`config.mk`:
```
export PLATFORM = sky130hd
export DESIGN_NAME = sssrw_top
export DESIGN_NICKNAME = d
export VERILOG_FILES = /design/src/sssrw_pkg.sv /design/src/sssrw_top.sv
export VERILOG_INCLUDE_DIRS = /design/src
export SDC_FILE = /design/constraint.sdc
export NUM_CORES = 1
export LEC_CHECK = 0
export ABC_AREA = 1
export ABC_CLOCK_PERIOD_IN_PS = 4600
export BUFFER_PORTS_ARGS = -buffer_cell sky130_fd_sc_hd__buf_4
export CORE_UTILIZATION = 50
export CTS_CLUSTER_DIAMETER = 30
export DETAILED_ROUTE_END_ITERATION = 16
export PLACE_DENSITY = 0.66
export SLEW_MARGIN = 5
export SYNTH_ARGS = -nofsm -noshare
export SYNTH_HDL_FRONTEND = slang
export SYNTH_SLANG_ARGS = --single-unit
```
`constraint.sdc`:
```
create_clock -name i_clk -period 4.6 [get_ports i_clk]
set_input_delay 0.23 -clock i_clk [delete_from_list [all_inputs] [get_ports i_clk]]
set_output_delay 0.23 -clock i_clk [all_outputs]
set_load 0.01 [all_outputs]
```
`src/sssrw_map.svh`:
```
// timing and level constants for the supply supervisor, reset and watchdog
`ifndef SSSRW_MAP_SVH
`define SSSRW_MAP_SVH

// clock rate
`define SSSRW_CLK_HZ 10000000
// reset release delay, nominal, in ms
`define SSSRW_RESET_DELAY_MS 200
// least reset pulse, in ms
`define SSSRW_RESET_MIN_MS 140
// watchdog period, in ms
`define SSSRW_WDOG_MS 1600
// power-fail reference, in mV (compared off-chip)
`define SSSRW_FAIL_REF_MV 1220
// cycle counts derived from the rate
`define SSSRW_RESET_DELAY_CYC ((`SSSRW_CLK_HZ / 1000) * `SSSRW_RESET_DELAY_MS)
`define SSSRW_WDOG_CYC ((`SSSRW_CLK_HZ / 1000) * `SSSRW_WDOG_MS)

`endif

```
`src/sssrw_pkg.sv`:
```
// types for the supply supervisor, reset and watchdog
package sssrw_pkg;

  // sampled analog comparator levels
  typedef struct packed {
    logic supply_below;
    logic supply_min_ok;
    logic fail_below;
  } sssrw_sense_t;

  // reset sequencer states
  typedef enum logic [1:0] {
    SSSRW_HOLD,
    SSSRW_DELAY,
    SSSRW_RUN
  } sssrw_state_t;

endpackage : sssrw_pkg

```
`src/sssrw_top.sv`:
```
// supply supervisor: reset sequencer, watchdog, power-fail flag
`timescale 1ns/100ps
`include "sssrw_map.svh"

module sssrw_top
  #(
    parameter int unsigned RESET_DELAY_CYC = `SSSRW_RESET_DELAY_CYC,
    parameter int unsigned WDOG_CYC = `SSSRW_WDOG_CYC
  )
  (
    // clock and reset
    input wire logic i_clk,
    input wire logic i_reset,
    // comparator levels from the analog front end
    input wire sssrw_pkg::sssrw_sense_t i_sense,
    // host side pins
    input wire logic i_push_reset_in_n,
    input wire logic i_watchdog_kick_in,
    input wire logic i_watchdog_kick_driven,
    // outputs
    output logic o_reset_n,
    output logic o_watchdog_expired_out_n,
    output logic o_fail_flag_out_n
  );

  // ==========================================================
  // shared decode
  // ==========================================================
  // terminal count test used by the reset delay and the watchdog;
  // a >= compare, not ==, so a count that somehow overshoots still
  // ends instead of running the whole 32-bit range once more
  function automatic logic count_done
  (
    input logic [31:0] count,
    input logic [31:0] limit
  );
    begin
      count_done = (count >= (limit - 32'h1));
    end
  endfunction : count_done

  // ==========================================================
  // reset sequencer
  // ==========================================================
  sssrw_pkg::sssrw_state_t state_reg;
  sssrw_pkg::sssrw_state_t state_next;
  logic [31:0] delay_reg;
  logic [31:0] delay_next;
  logic reset_n_reg;
  logic reset_n_next;
  logic hold_cause;

  // limitation: below the minimum supply the real pin is undefined;
  // supply_min_ok is left unread and the model simply keeps reset low
  // push low holds
  // fail flag strap path
  // any cause that keeps reset low right now; the push input is the one
  // path shared by a button, a strapped expiry and a strapped fail flag
  assign hold_cause = i_sense.supply_below | ~i_push_reset_in_n;

  // next state of the reset sequencer
  always_comb
  begin
    state_next = state_reg;
    delay_next = delay_reg;
    reset_n_next = 1'b0;
    case (state_reg)
      sssrw_pkg::SSSRW_HOLD:
      begin
        delay_next = 32'h0;
        if (!hold_cause)
          state_next = sssrw_pkg::SSSRW_DELAY;
      end
      sssrw_pkg::SSSRW_DELAY:
      begin
        if (hold_cause)
        begin
          state_next = sssrw_pkg::SSSRW_HOLD;
          delay_next = 32'h0;
        end
        else if (count_done(delay_reg, RESET_DELAY_CYC))
        begin
          state_next = sssrw_pkg::SSSRW_RUN;
          reset_n_next = 1'b1;
        end
        else
          delay_next = delay_reg + 32'h1;
      end
      sssrw_pkg::SSSRW_RUN:
      begin
        reset_n_next = 1'b1;
        if (hold_cause)
        begin
          state_next = sssrw_pkg::SSSRW_HOLD;
          reset_n_next = 1'b0;
        end
      end
      default:
        state_next = sssrw_pkg::SSSRW_HOLD;
    endcase
  end

  always_ff @(posedge i_clk)
  begin
    if (i_reset)
    begin
      state_reg <= sssrw_pkg::SSSRW_HOLD;
      delay_reg <= 32'h0;
      reset_n_reg <= 1'b0;
    end
    else
    begin
      state_reg <= state_next;
      delay_reg <= delay_next;
      reset_n_reg <= reset_n_next;
    end
  end

  // ==========================================================
  // watchdog
  // ==========================================================
  logic [31:0] wdog_reg;
  logic [31:0] wdog_next;
  logic kick_last_reg;
  logic kick_last_next;
  logic expired_n_reg;
  logic expired_n_next;

  // next watchdog count; a timeout holds until a kick, a reset or an undriven kick pin
  always_comb
  begin
    wdog_next = wdog_reg;
    kick_last_next = i_watchdog_kick_in;
    expired_n_next = expired_n_reg;
    if (!reset_n_reg || !i_watchdog_kick_driven)
    begin
      wdog_next = 32'h0;
      expired_n_next = 1'b1;
    end
    else if (i_watchdog_kick_in != kick_last_reg)
    begin
      wdog_next = 32'h0;
      expired_n_next = 1'b1;
    end
    // timeout latches low; the count stops at WDOG_CYC - 1 so it never wraps
    // and no second timeout can be mistaken for a fresh one
    else if (count_done(wdog_reg, WDOG_CYC))
      expired_n_next = 1'b0;
    else
      wdog_next = wdog_reg + 32'h1;
    if (i_sense.supply_below)
      expired_n_next = 1'b0;
  end

  // watchdog registers
  always_ff @(posedge i_clk)
  begin
    if (i_reset)
    begin
      wdog_reg <= 32'h0;
      kick_last_reg <= 1'b0;
      expired_n_reg <= 1'b1;
    end
    else
    begin
      wdog_reg <= wdog_next;
      kick_last_reg <= kick_last_next;
      expired_n_reg <= expired_n_next;
    end
  end

  // ==========================================================
  // power-fail flag and outputs
  // ==========================================================
  logic fail_n_reg;
  logic fail_n_next;

  always_comb
    fail_n_next = ~i_sense.fail_below;

  // flag register, no path to the reset logic; any reset action on a
  // fail comes only through an outside strap to the push input
  always_ff @(posedge i_clk)
  begin
    if (i_reset)
      fail_n_reg <= 1'b0;
    else
      fail_n_reg <= fail_n_next;
  end

  // every pin comes straight from a flip-flop, so no comparator glitch
  // can reach the host between clock edges
  // active low reset pin
  assign o_reset_n = reset_n_reg;
  assign o_watchdog_expired_out_n = expired_n_reg;
  assign o_fail_flag_out_n = fail_n_reg;

endmodule : sssrw_top

```
==> results of run 1 <==
==> path summary, 6_finish.rpt <==
check / depth (start not counted) / from / endpoint / slack, ns
min reg2reg: 2 / wdog_reg[24]$_SDFFE_PP0N_ / wdog_reg[24]$_SDFFE_PP0N_ / 0.44
min: 2 / i_sense[0] / o_fail_flag_out_n$_SDFF_PP0_ / 0.03
max reg2reg: 8 / state_reg[1]$_SDFFE_PP0P_ / delay_reg[1]$_SDFFE_PP0P_ / 2.39
max: 8 / state_reg[1]$_SDFFE_PP0P_ / delay_reg[1]$_SDFFE_PP0P_ / 2.39
==> report_power, final <==
group          switching (uW)  leakage (uW)  total, uW  internal [uW]
registers                6.16      0.000565        623            616
logic                     194      0.000993        279           84.9
clock network             248      0.000120        625            376
total                     448       0.00168       1530           1080
==> cell families after synthesis <==
kind of cell / Yosys count / share of synthesized area, %
adders and majority gates: 5 / 1.54
buffers and inverters: 95 / 10.8
and+or+nand+nor: 376 / 42.6
AOI/OAI and AO/OA: 45 / 6.87
xor gates and xnor gates: 17 / 3.67
DFF: 70 / 34.5
==> final cells by class <==
type	count	area [sq um]	share of cell area, %
Clock buffer	11	141	3.24
Inverter	75	282	6.45
Tap cell	102	128	2.93
Timing Repair Buffer	11	82.6	1.89
Sequential cell	70	1400	32.1
Multi-Input combinational cell	443	2220	50.9
Clock inverter	5	106	2.44
==> routing by layer <==
layer	up-vias	track usage [%]	routed length (microns)
met1	1660	26.2	4000
met4	0	7.68	160
li1	1907	-	-
met2	47	39.2	4110
met5	-	0	0
met3	16	3.23	231
==> cell usage after synthesis (all sizes together) <==
cell type and count:
and3 2, nand3b 2, inv 74, nand2 167, a21oi 34, nor2 110
nor3 13, buf 14, xor2 9, ha 5, nand4 11, nand3 70
clkbuf 6, o21ai 9, o21bai 2, nor3b 1, xnor2 8, dfxtp 70
clkinv 1
==> stage by stage <==
step	instances	hold WS [ns]	setup slack, ns
detailed placement	701	0.387	2.39
CTS	717	0.0197	2.40
floorplan	608	0.297	3.01
global placement	701	0.383	2.45
global route	717	0.0219	2.17
finish	717	0.0285	2.39
==> critical path, cell delays in order, from the launching register on <==
cell and delay (ns):
dfxtp_1 0.32, inv_1 0.09, ha_1 0.15, inv_1 0.06, nor2_2 0.53, nand2_4 0.34, nand2_2 0.40, nand2_1 0.11
a21oi_1 0.14
==> impl_metrics.env, run 1 <==
export IMPL_status="completed"
export IMPL_cap_violations=0
export IMPL_drc=0
export IMPL_antenna_cells=0
export IMPL_synthesis_area_sq_um=4060
export IMPL_core_area_sq_um=7810
export IMPL_num_rows=32
export IMPL_wl_per_cell_microns=11.9
export IMPL_dp_hpwl_mm=5.74
export IMPL_synthToLayoutAreaGrowth_pct=7.36
export IMPL_grt_use_total_pct=21.8
export IMPL_grt_pass1_vias=3413
export IMPL_grt_remaining_overflow=0
export IMPL_die_w_microns=92.1
export IMPL_ys_top_cells_by_area="dfxtp_1 (34%), nand2_1 (14%), nor2_1 (9.5%), nand3_1 (7.1%), inv_1 (6.4%)"
export IMPL_cts_buffers=9
export IMPL_rsz0062_at_grt="no"
export IMPL_h_tree_depth=3
export IMPL_worstPathArrival_ns=2.49
export IMPL_layout_commonest_cell="nand2_1"
export IMPL_layout_common_cells="nand2_1 (147), nor2_1 (103), dfxtp_1 (70)"
export IMPL_synth_top_area_cell="dfxtp_1"
export IMPL_setup_worst_path_class="register to register"
export IMPL_fillers=805
export IMPL_wl_mm=8.51
export IMPL_ant_nets=0
export IMPL_syn_inst=608
export IMPL_cts_repair_resize_count=0
export IMPL_nets=623
export IMPL_die_h_microns=92.1
export IMPL_syn_area_per_cell_sq_um=6.68
export IMPL_placed_area_sq_um=4110
export IMPL_synth_nets=621
export IMPL_synth_seq_cells=70
export IMPL_drt_pass1_iterations=4
export IMPL_relSlewSlack_pct=55.9
export IMPL_power_density_nw_per_um2=350
export IMPL_start_util_pct=52.0
export IMPL_slew_violations=0
export IMPL_worstPathRequired_ns=4.88
export IMPL_min_period_ns=2.21
export IMPL_portBuffers=9
export IMPL_setup_violations=0
export IMPL_hold_violations=0
export IMPL_ys_seq_area_share_pct=34.5
export IMPL_post_route_util_pct=55.9
export IMPL_synth_warnings=0
export IMPL_period_share_pct=48.1
export IMPL_tightest_slew_ns=0.661
export IMPL_via_count=3630
export IMPL_worstHoldPathType="primary input to register"
export IMPL_total_power_uw=1530
export IMPL_clkTransAtPathRegs_ns=0.08
export IMPL_hold_buffers=0
export IMPL_die_area_sq_um=8490
export IMPL_clock_sinks=70
export IMPL_antenna_found_initial=0
export IMPL_grt_max_degree=33
export IMPL_initialDrtViolationCount=122
export IMPL_cts_buffer_depth=2
export IMPL_fin_worst_skew_ns=0.00930
export IMPL_synth_distinct_cells=34
export IMPL_pin_count=11
export IMPL_viasPerCell=5.06
export IMPL_grt_pass1_wl_mm=14.9
export IMPL_stdcell_area_sq_um=4360
export IMPL_drive_gt1_share_pct=13.8
export IMPL_path_max_fanout=32
export IMPL_power_leakage_uw=0.00168
export IMPL_tns_ns=0
export IMPL_crit_path_end_kind="register"
export IMPL_synth_top_area_share_pct=34.5
export IMPL_gp_congestion=0.884
export IMPL_vdd_ir_drop_max_mv=0.206
export IMPL_post_cts_buffers=0
export IMPL_clk_latency_ns=0.35
export IMPL_critPathLaunchType="register"
export IMPL_clock_fmax_ghz=0.452
export IMPL_cts_tree="done"
export IMPL_clockRootBuffer="clkbuf_8"
(Power assumes the default switching activity.)
==> inputs of run 2 (changes only) <==
- ABC_CLOCK_PERIOD_IN_PS: 4600 -> 1900
- PLACE_DENSITY: 0.66 -> 0.69
- clock period: 4.6 -> 1.9 ns (I/O delays scaled with it)
==> run 2 against run 1 <==
Compared with the run above:
- cell count is 1.1% higher
- critical path depth up 3
- utilization increased by 0.66 points
- first-iteration DRC count shrank 6.6%
- routed wire length down 1.4%
- clock power up 87%
- power rose by 120%
- worst setup slack lost 2.2 ns
- critical path type unchanged
- critical endpoint is now wdog_reg[2]$_SDFFE_PP0N_
==> impl_metrics.env, run 2 (synthesis results as in run 1) <==
export IMPL_hold_violations=0
export IMPL_tns_ns=0
export IMPL_setup_violations=0
export IMPL_synthToLayoutAreaGrowth_pct=8.62
export IMPL_grt_max_degree=32
export IMPL_grt_use_total_pct=21.5
export IMPL_crit_end="wdog_reg[2]$_SDFFE_PP0N_"
export IMPL_r2r_slack_ns=0.15
export IMPL_timing_rr_end="wdog_reg[2]$_SDFFE_PP0N_"
export IMPL_wl_mm=8.39
export IMPL_period_share_pct=92.1
export IMPL_relSlewSlack_pct=74.7
export IMPL_startpoint="wdog_reg[0]$_SDFFE_PP0N_"
export IMPL_clk_latency_ns=0.35
export IMPL_clkTransAtPathRegs_ns=0.08
export IMPL_critPathLaunchType="register"
export IMPL_pwr_share_clk_pct=34.6
export IMPL_worstHoldPathType="primary input to register"
export IMPL_timing_rr_start="wdog_reg[0]$_SDFFE_PP0N_"
export IMPL_drive_gt1_share_pct=15.2
export IMPL_wl_per_cell_microns=11.6
export IMPL_num_rows=32
export IMPL_rr_worst_depth=11
export IMPL_grt_pass1_vias=3349
export IMPL_crit_path_end_kind="register"
export IMPL_setup_worst_path_class="register to register"
export IMPL_power_leakage_uw=0.00170
export IMPL_clockRootBuffer="clkbuf_8"
export IMPL_drt_pass1_iterations=4
export IMPL_cts_tree="done"
export IMPL_min_period_ns=1.75
export IMPL_die_h_microns=92.1
export IMPL_viasPerCell=4.97
export IMPL_use_met1_pct=25.4
export IMPL_grt_remaining_overflow=0
export IMPL_placed_area_sq_um=4190
export IMPL_swShare_pct=31.4
export IMPL_core_area_sq_um=7810
export IMPL_clock_fmax_ghz=0.572
export IMPL_cts_buffer_depth=2
export IMPL_top_usage_layer="met2"
export IMPL_nets=632
export IMPL_power_frac_seq_pct=44.8
export IMPL_antenna_cells=0
export IMPL_combPwrFrac_pct=20.6
export IMPL_grt_pass1_wl_mm=14.7
export IMPL_portBuffers=9
export IMPL_layout_common_cells="nand2_1 (147), nor2_1 (102), inv_1 (69), dfxtp_1 (69), nand3_1 (58)"
export IMPL_antenna_found_initial=0
export IMPL_fin_worst_skew_ns=0.0105
export IMPL_die_w_microns=92.1
export IMPL_pin_count=11
export IMPL_worstPathArrival_ns=2.02
export IMPL_vdd_ir_drop_max_mv=0.828
export IMPL_path_max_fanout=19
export IMPL_cts_buffers=9
export IMPL_tightest_slew_ns=0.380
export IMPL_clock_sinks=70
export IMPL_stdcell_area_sq_um=4410
export IMPL_slew_violations=0
export IMPL_via_count=3600
export IMPL_met3_usage_pct=5.31
export IMPL_grt_use_met2_pct=37.6
export IMPL_cap_violations=0
export IMPL_start_util_pct=52.0
export IMPL_ant_nets=0
export IMPL_rsz0062_at_grt="no"
export IMPL_hold_path_depth=4
export IMPL_h_tree_depth=3
export IMPL_worstPathRequired_ns=2.17
export IMPL_post_cts_buffers=0
export IMPL_drc=0
export IMPL_layout_commonest_cell="nand2_1"
export IMPL_p_sw_uw=1060
export IMPL_p_int_uw=2310
export IMPL_die_area_sq_um=8490
export IMPL_status="completed"
export IMPL_gp_congestion=0.874
export IMPL_initialDrtViolationCount=114
export IMPL_dp_hpwl_mm=5.87
export IMPL_power_density_nw_per_um2=763
==> run 2: cell count changes in the layout (fill, tap and decap cells not counted), moves of 2 or more <==
cell / before / now
buf_4: 11 / 16
buf_12: 0 / 2
clkinv_2: 0 / 2
bufinv_16: 3 / 1
dlygate4sd3_1: 0 / 2
==> run 2: per-layer routing <==
metal  vias up  share of wire [%]
met5         -                  0
met4         0               0.91
met3         5                3.8
met2        45                 50
met1      1620                 46
li1       1930                  -
==> run 2: what timing repair did <==
item / CTS / global route
hold buffers: 2 / 0
resized for setup: 0 / 4
setup endpoints to repair: 0 / 20
endpoints found under the hold margin: 2 / 0
==> run 2: area by class of cell <==
| cell class | count | area, sq um |
|---|---|---|
| clock inverters | 6 | 63.8 |
| clock buffers | 9 | 124 |
| inverters | 75 | 282 |
| well taps | 102 | 128 |
| fillers | 783 | 3390 |
| multi-input cells | 443 | 2230 |
| flip-flops and latches | 70 | 1400 |
| repair buffers | 20 | 180 |
==> run 2: worst min-delay path by stage <==
stage / startpoint / endpoint
3_5_place_dp: i_sense[0] / o_fail_flag_out_n$_SDFF_PP0_
3_3_place_gp: i_sense[0] / o_fail_flag_out_n$_SDFF_PP0_
4_1_cts: i_sense[2] / o_watchdog_expired_out_n$_SDFFE_PP1P_
5_1_grt: i_sense[2] / o_watchdog_expired_out_n$_SDFFE_PP1P_
2_1_floorplan: i_sense[0] / o_fail_flag_out_n$_SDFF_PP0_
6_report: i_sense[2] / o_watchdog_expired_out_n$_SDFFE_PP1P_
==> run 2: critical path: stages (launching register included) <==
cell	delay, ns
dfxtp_1	0.39
ha_1	0.26
nand3_2	0.14
inv_2	0.09
nand2_2	0.07
clkinv_1	0.06
nand2_2	0.06
nand2_4	0.09
nand2_4	0.10
nand2_8	0.18
nand2_1	0.07
a21oi_1	0.14
==> run 2: power groups by stage <==
stage	clock [uW]	sequential (uW)	combinational [uW]
final	1170	1510	693
after global routing	1260	1510	793
after CTS	1210	1510	684
after detailed placement	0	1540	679
after global placement	0	1540	670
after floorplan	0	1540	589
==> run 2: stage by stage <==
stage                     utilization, %  setup slack, ns  cells  hold WS (ns)  power [uW]
after global routing                56.5          0.00202    725        0.0796        3570
after detailed placement            53.7            0.136    708         0.252        2220
after floorplan                        -            0.309    608         0.162        2130
after global placement              53.7            0.195    708         0.252        2210
final                               56.5            0.151    725        0.0538        3370
after CTS                           56.3            0.115    725        0.0409        3400
==> inputs of run 3 (changes only) <==
- CAP_MARGIN: unset -> 20
- CORE_UTILIZATION: 50 -> 36
- PLACE_DENSITY: 0.69 -> unset
- TNS_END_PERCENT: unset -> 10
==> run 3 against run 2 <==
Compared with the run above:
- combinational power up 5.9%
- count of clock-buffer cells in the layout unchanged
- cell area up 4.7%
- sequential cell count unchanged
- cell count up 5.8%
- sequential power about the same
- register-to-register slack better by 0.02 ns
- die area up 38%
- clock power up 58%
- utilization down 14 points
- clock skew down 0.0029 ns
- worst hold slack better by 0.046 ns
- critical path type unchanged
- largest power group is now the clock network
==> impl_metrics.env, run 3 (synthesis results as in run 1) <==
export IMPL_status="completed"
export IMPL_crit_path_end_kind="register"
export IMPL_tns_ns=0
export IMPL_power_leakage_uw=0.00176
export IMPL_clkTransAtPathRegs_ns=0.06
export IMPL_worstPathRequired_ns=2.17
export IMPL_drt_pass1_iterations=4
export IMPL_h_tree_depth=3
export IMPL_hold_violations=0
export IMPL_worstPathArrival_ns=2.00
export IMPL_path_max_fanout=13
export IMPL_layout_common_cells="nand2_1 (147), nor2_1 (103), inv_1 (69), dfxtp_1 (69), nand3_1 (58)"
export IMPL_antenna_found_initial=0
export IMPL_grt_use_total_pct=15.8
export IMPL_start_util_pct=37.2
export IMPL_hp_start="i_reset"
export IMPL_startpoint="wdog_reg[0]$_SDFFE_PP0N_"
export IMPL_pin_count=11
export IMPL_dp_hpwl_mm=6.00
export IMPL_power_density_nw_per_um2=886
export IMPL_wl_mm=8.44
export IMPL_worstHoldPathType="primary input to register"
export IMPL_portBuffers=9
export IMPL_ant_nets=0
export IMPL_rsz0062_at_grt="no"
export IMPL_clock_fmax_ghz=0.579
export IMPL_tightest_slew_ns=0.398
export IMPL_fin_worst_skew_ns=0.00758
export IMPL_viasPerCell=4.74
export IMPL_clk_latency_ns=0.34
export IMPL_layout_commonest_cell="nand2_1"
export IMPL_min_period_ns=1.73
export IMPL_wl_per_cell_microns=11.0
export IMPL_fillers=1151
export IMPL_grt_pass1_wl_mm=14.9
export IMPL_dp_slack_ns=0.111
export IMPL_clockRootBuffer="clkbuf_16"
export IMPL_antenna_cells=0
export IMPL_num_rows=38
export IMPL_timing_rr_start="wdog_reg[0]$_SDFFE_PP0N_"
export IMPL_grt_pass1_vias=3458
export IMPL_synthToLayoutAreaGrowth_pct=13.7
export IMPL_setup_worst_path_class="register to register"
export IMPL_vdd_ir_drop_max_mv=0.788
export IMPL_slew_violations=0
export IMPL_relSlewSlack_pct=73.4
export IMPL_core_area_sq_um=10900
export IMPL_cts_buffer_depth=2
export IMPL_setup_slack_ns=0.173
export IMPL_nets=635
export IMPL_grt_max_degree=24
export IMPL_multi_input_area_sq_um=2240
export IMPL_cts_buffers=9
export IMPL_period_share_pct=90.9
export IMPL_critPathLaunchType="register"
export IMPL_die_h_microns=108
export IMPL_clock_sinks=70
export IMPL_cap_violations=0
export IMPL_drive_gt1_share_pct=15.6
export IMPL_die_area_sq_um=11700
export IMPL_via_count=3633
export IMPL_grt_remaining_overflow=0
export IMPL_cts_tree="done"
export IMPL_drc=0
export IMPL_die_w_microns=108
export IMPL_setup_violations=0
export IMPL_gp_congestion=0.867
export IMPL_initialDrtViolationCount=135
export IMPL_seqCellArea_sq_um=1400
[run 3: where the power goes]
part	switching, uW	total (uW)	internal (uW)
registers	14.3	1510	1490
clock network	685	1850	1170
logic	488	734	246
total	1190	4090	2910
[run 3: layer usage]
layer,up-vias,track usage (%),routed length (microns)
met5,-,0,0
li1,1937,-,-
met4,0,6.16,168
met3,16,4.28,264
met1,1632,18.3,3940
met2,48,27.6,4070
[run 3: path summary, 6_finish.rpt]
kind,to,slack (ns),cells after the start
hold reg to reg,wdog_reg[27]$_SDFFE_PP0N_,0.43,2
hold / removal,delay_reg[1]$_SDFFE_PP0P_,0.1,2
setup reg to reg,wdog_reg[4]$_SDFFE_PP0N_,0.17,11
setup / recovery,wdog_reg[4]$_SDFFE_PP0N_,0.17,11
[run 3: per-stage QoR]
| stage | std cells | hold slack, ns | util [%] | total power, uW | area, sq um |
|---|---|---|---|---|---|
| after detailed placement | 749 | 0.250 | 38.9 | 2250 | 4250 |
| after global routing | 767 | 0.108 | 42.3 | 4280 | 4620 |
| final | 767 | 0.0994 | 42.3 | 4090 | 4620 |
| after CTS | 767 | 0.0872 | 42.1 | 4130 | 4600 |
| after floorplan | 608 | 0.162 | - | 2130 | 4060 |
| after global placement | 749 | 0.247 | 38.9 | 2230 | 4250 |
[run 3: layout make-up]
| type | instances | share of cell area [%] |
|---|---|---|
| multi-input cells | 443 | 48.4 |
| flip-flops and latches | 70 | 30.4 |
| inverters | 75 | 6.09 |
| clock buffers | 9 | 4.87 |
| repair buffers | 23 | 4.20 |
| well taps | 140 | 3.79 |
| clock inverters | 7 | 2.27 |
[run 3: worst max-delay path, cell delays in order (launching register included)]
cell      delay (ns)
dfxtp_1         0.34
ha_1            0.24
nand3_2         0.13
inv_2           0.06
nand2_2         0.08
clkinv_1        0.08
nand2_2         0.09
nand2_4         0.08
nand2_8         0.13
buf_4           0.20
nand3_1         0.08
a21oi_1         0.16
[run 3: timing repair]
item / 4_1_cts / 5_1_grt
endpoints found under the setup margin: 0 / 29
hold buffers: 2 / 0
gates resized for setup: 0 / 5
endpoints found under the hold margin: 2 / 0
setup buffers: 0 / 0
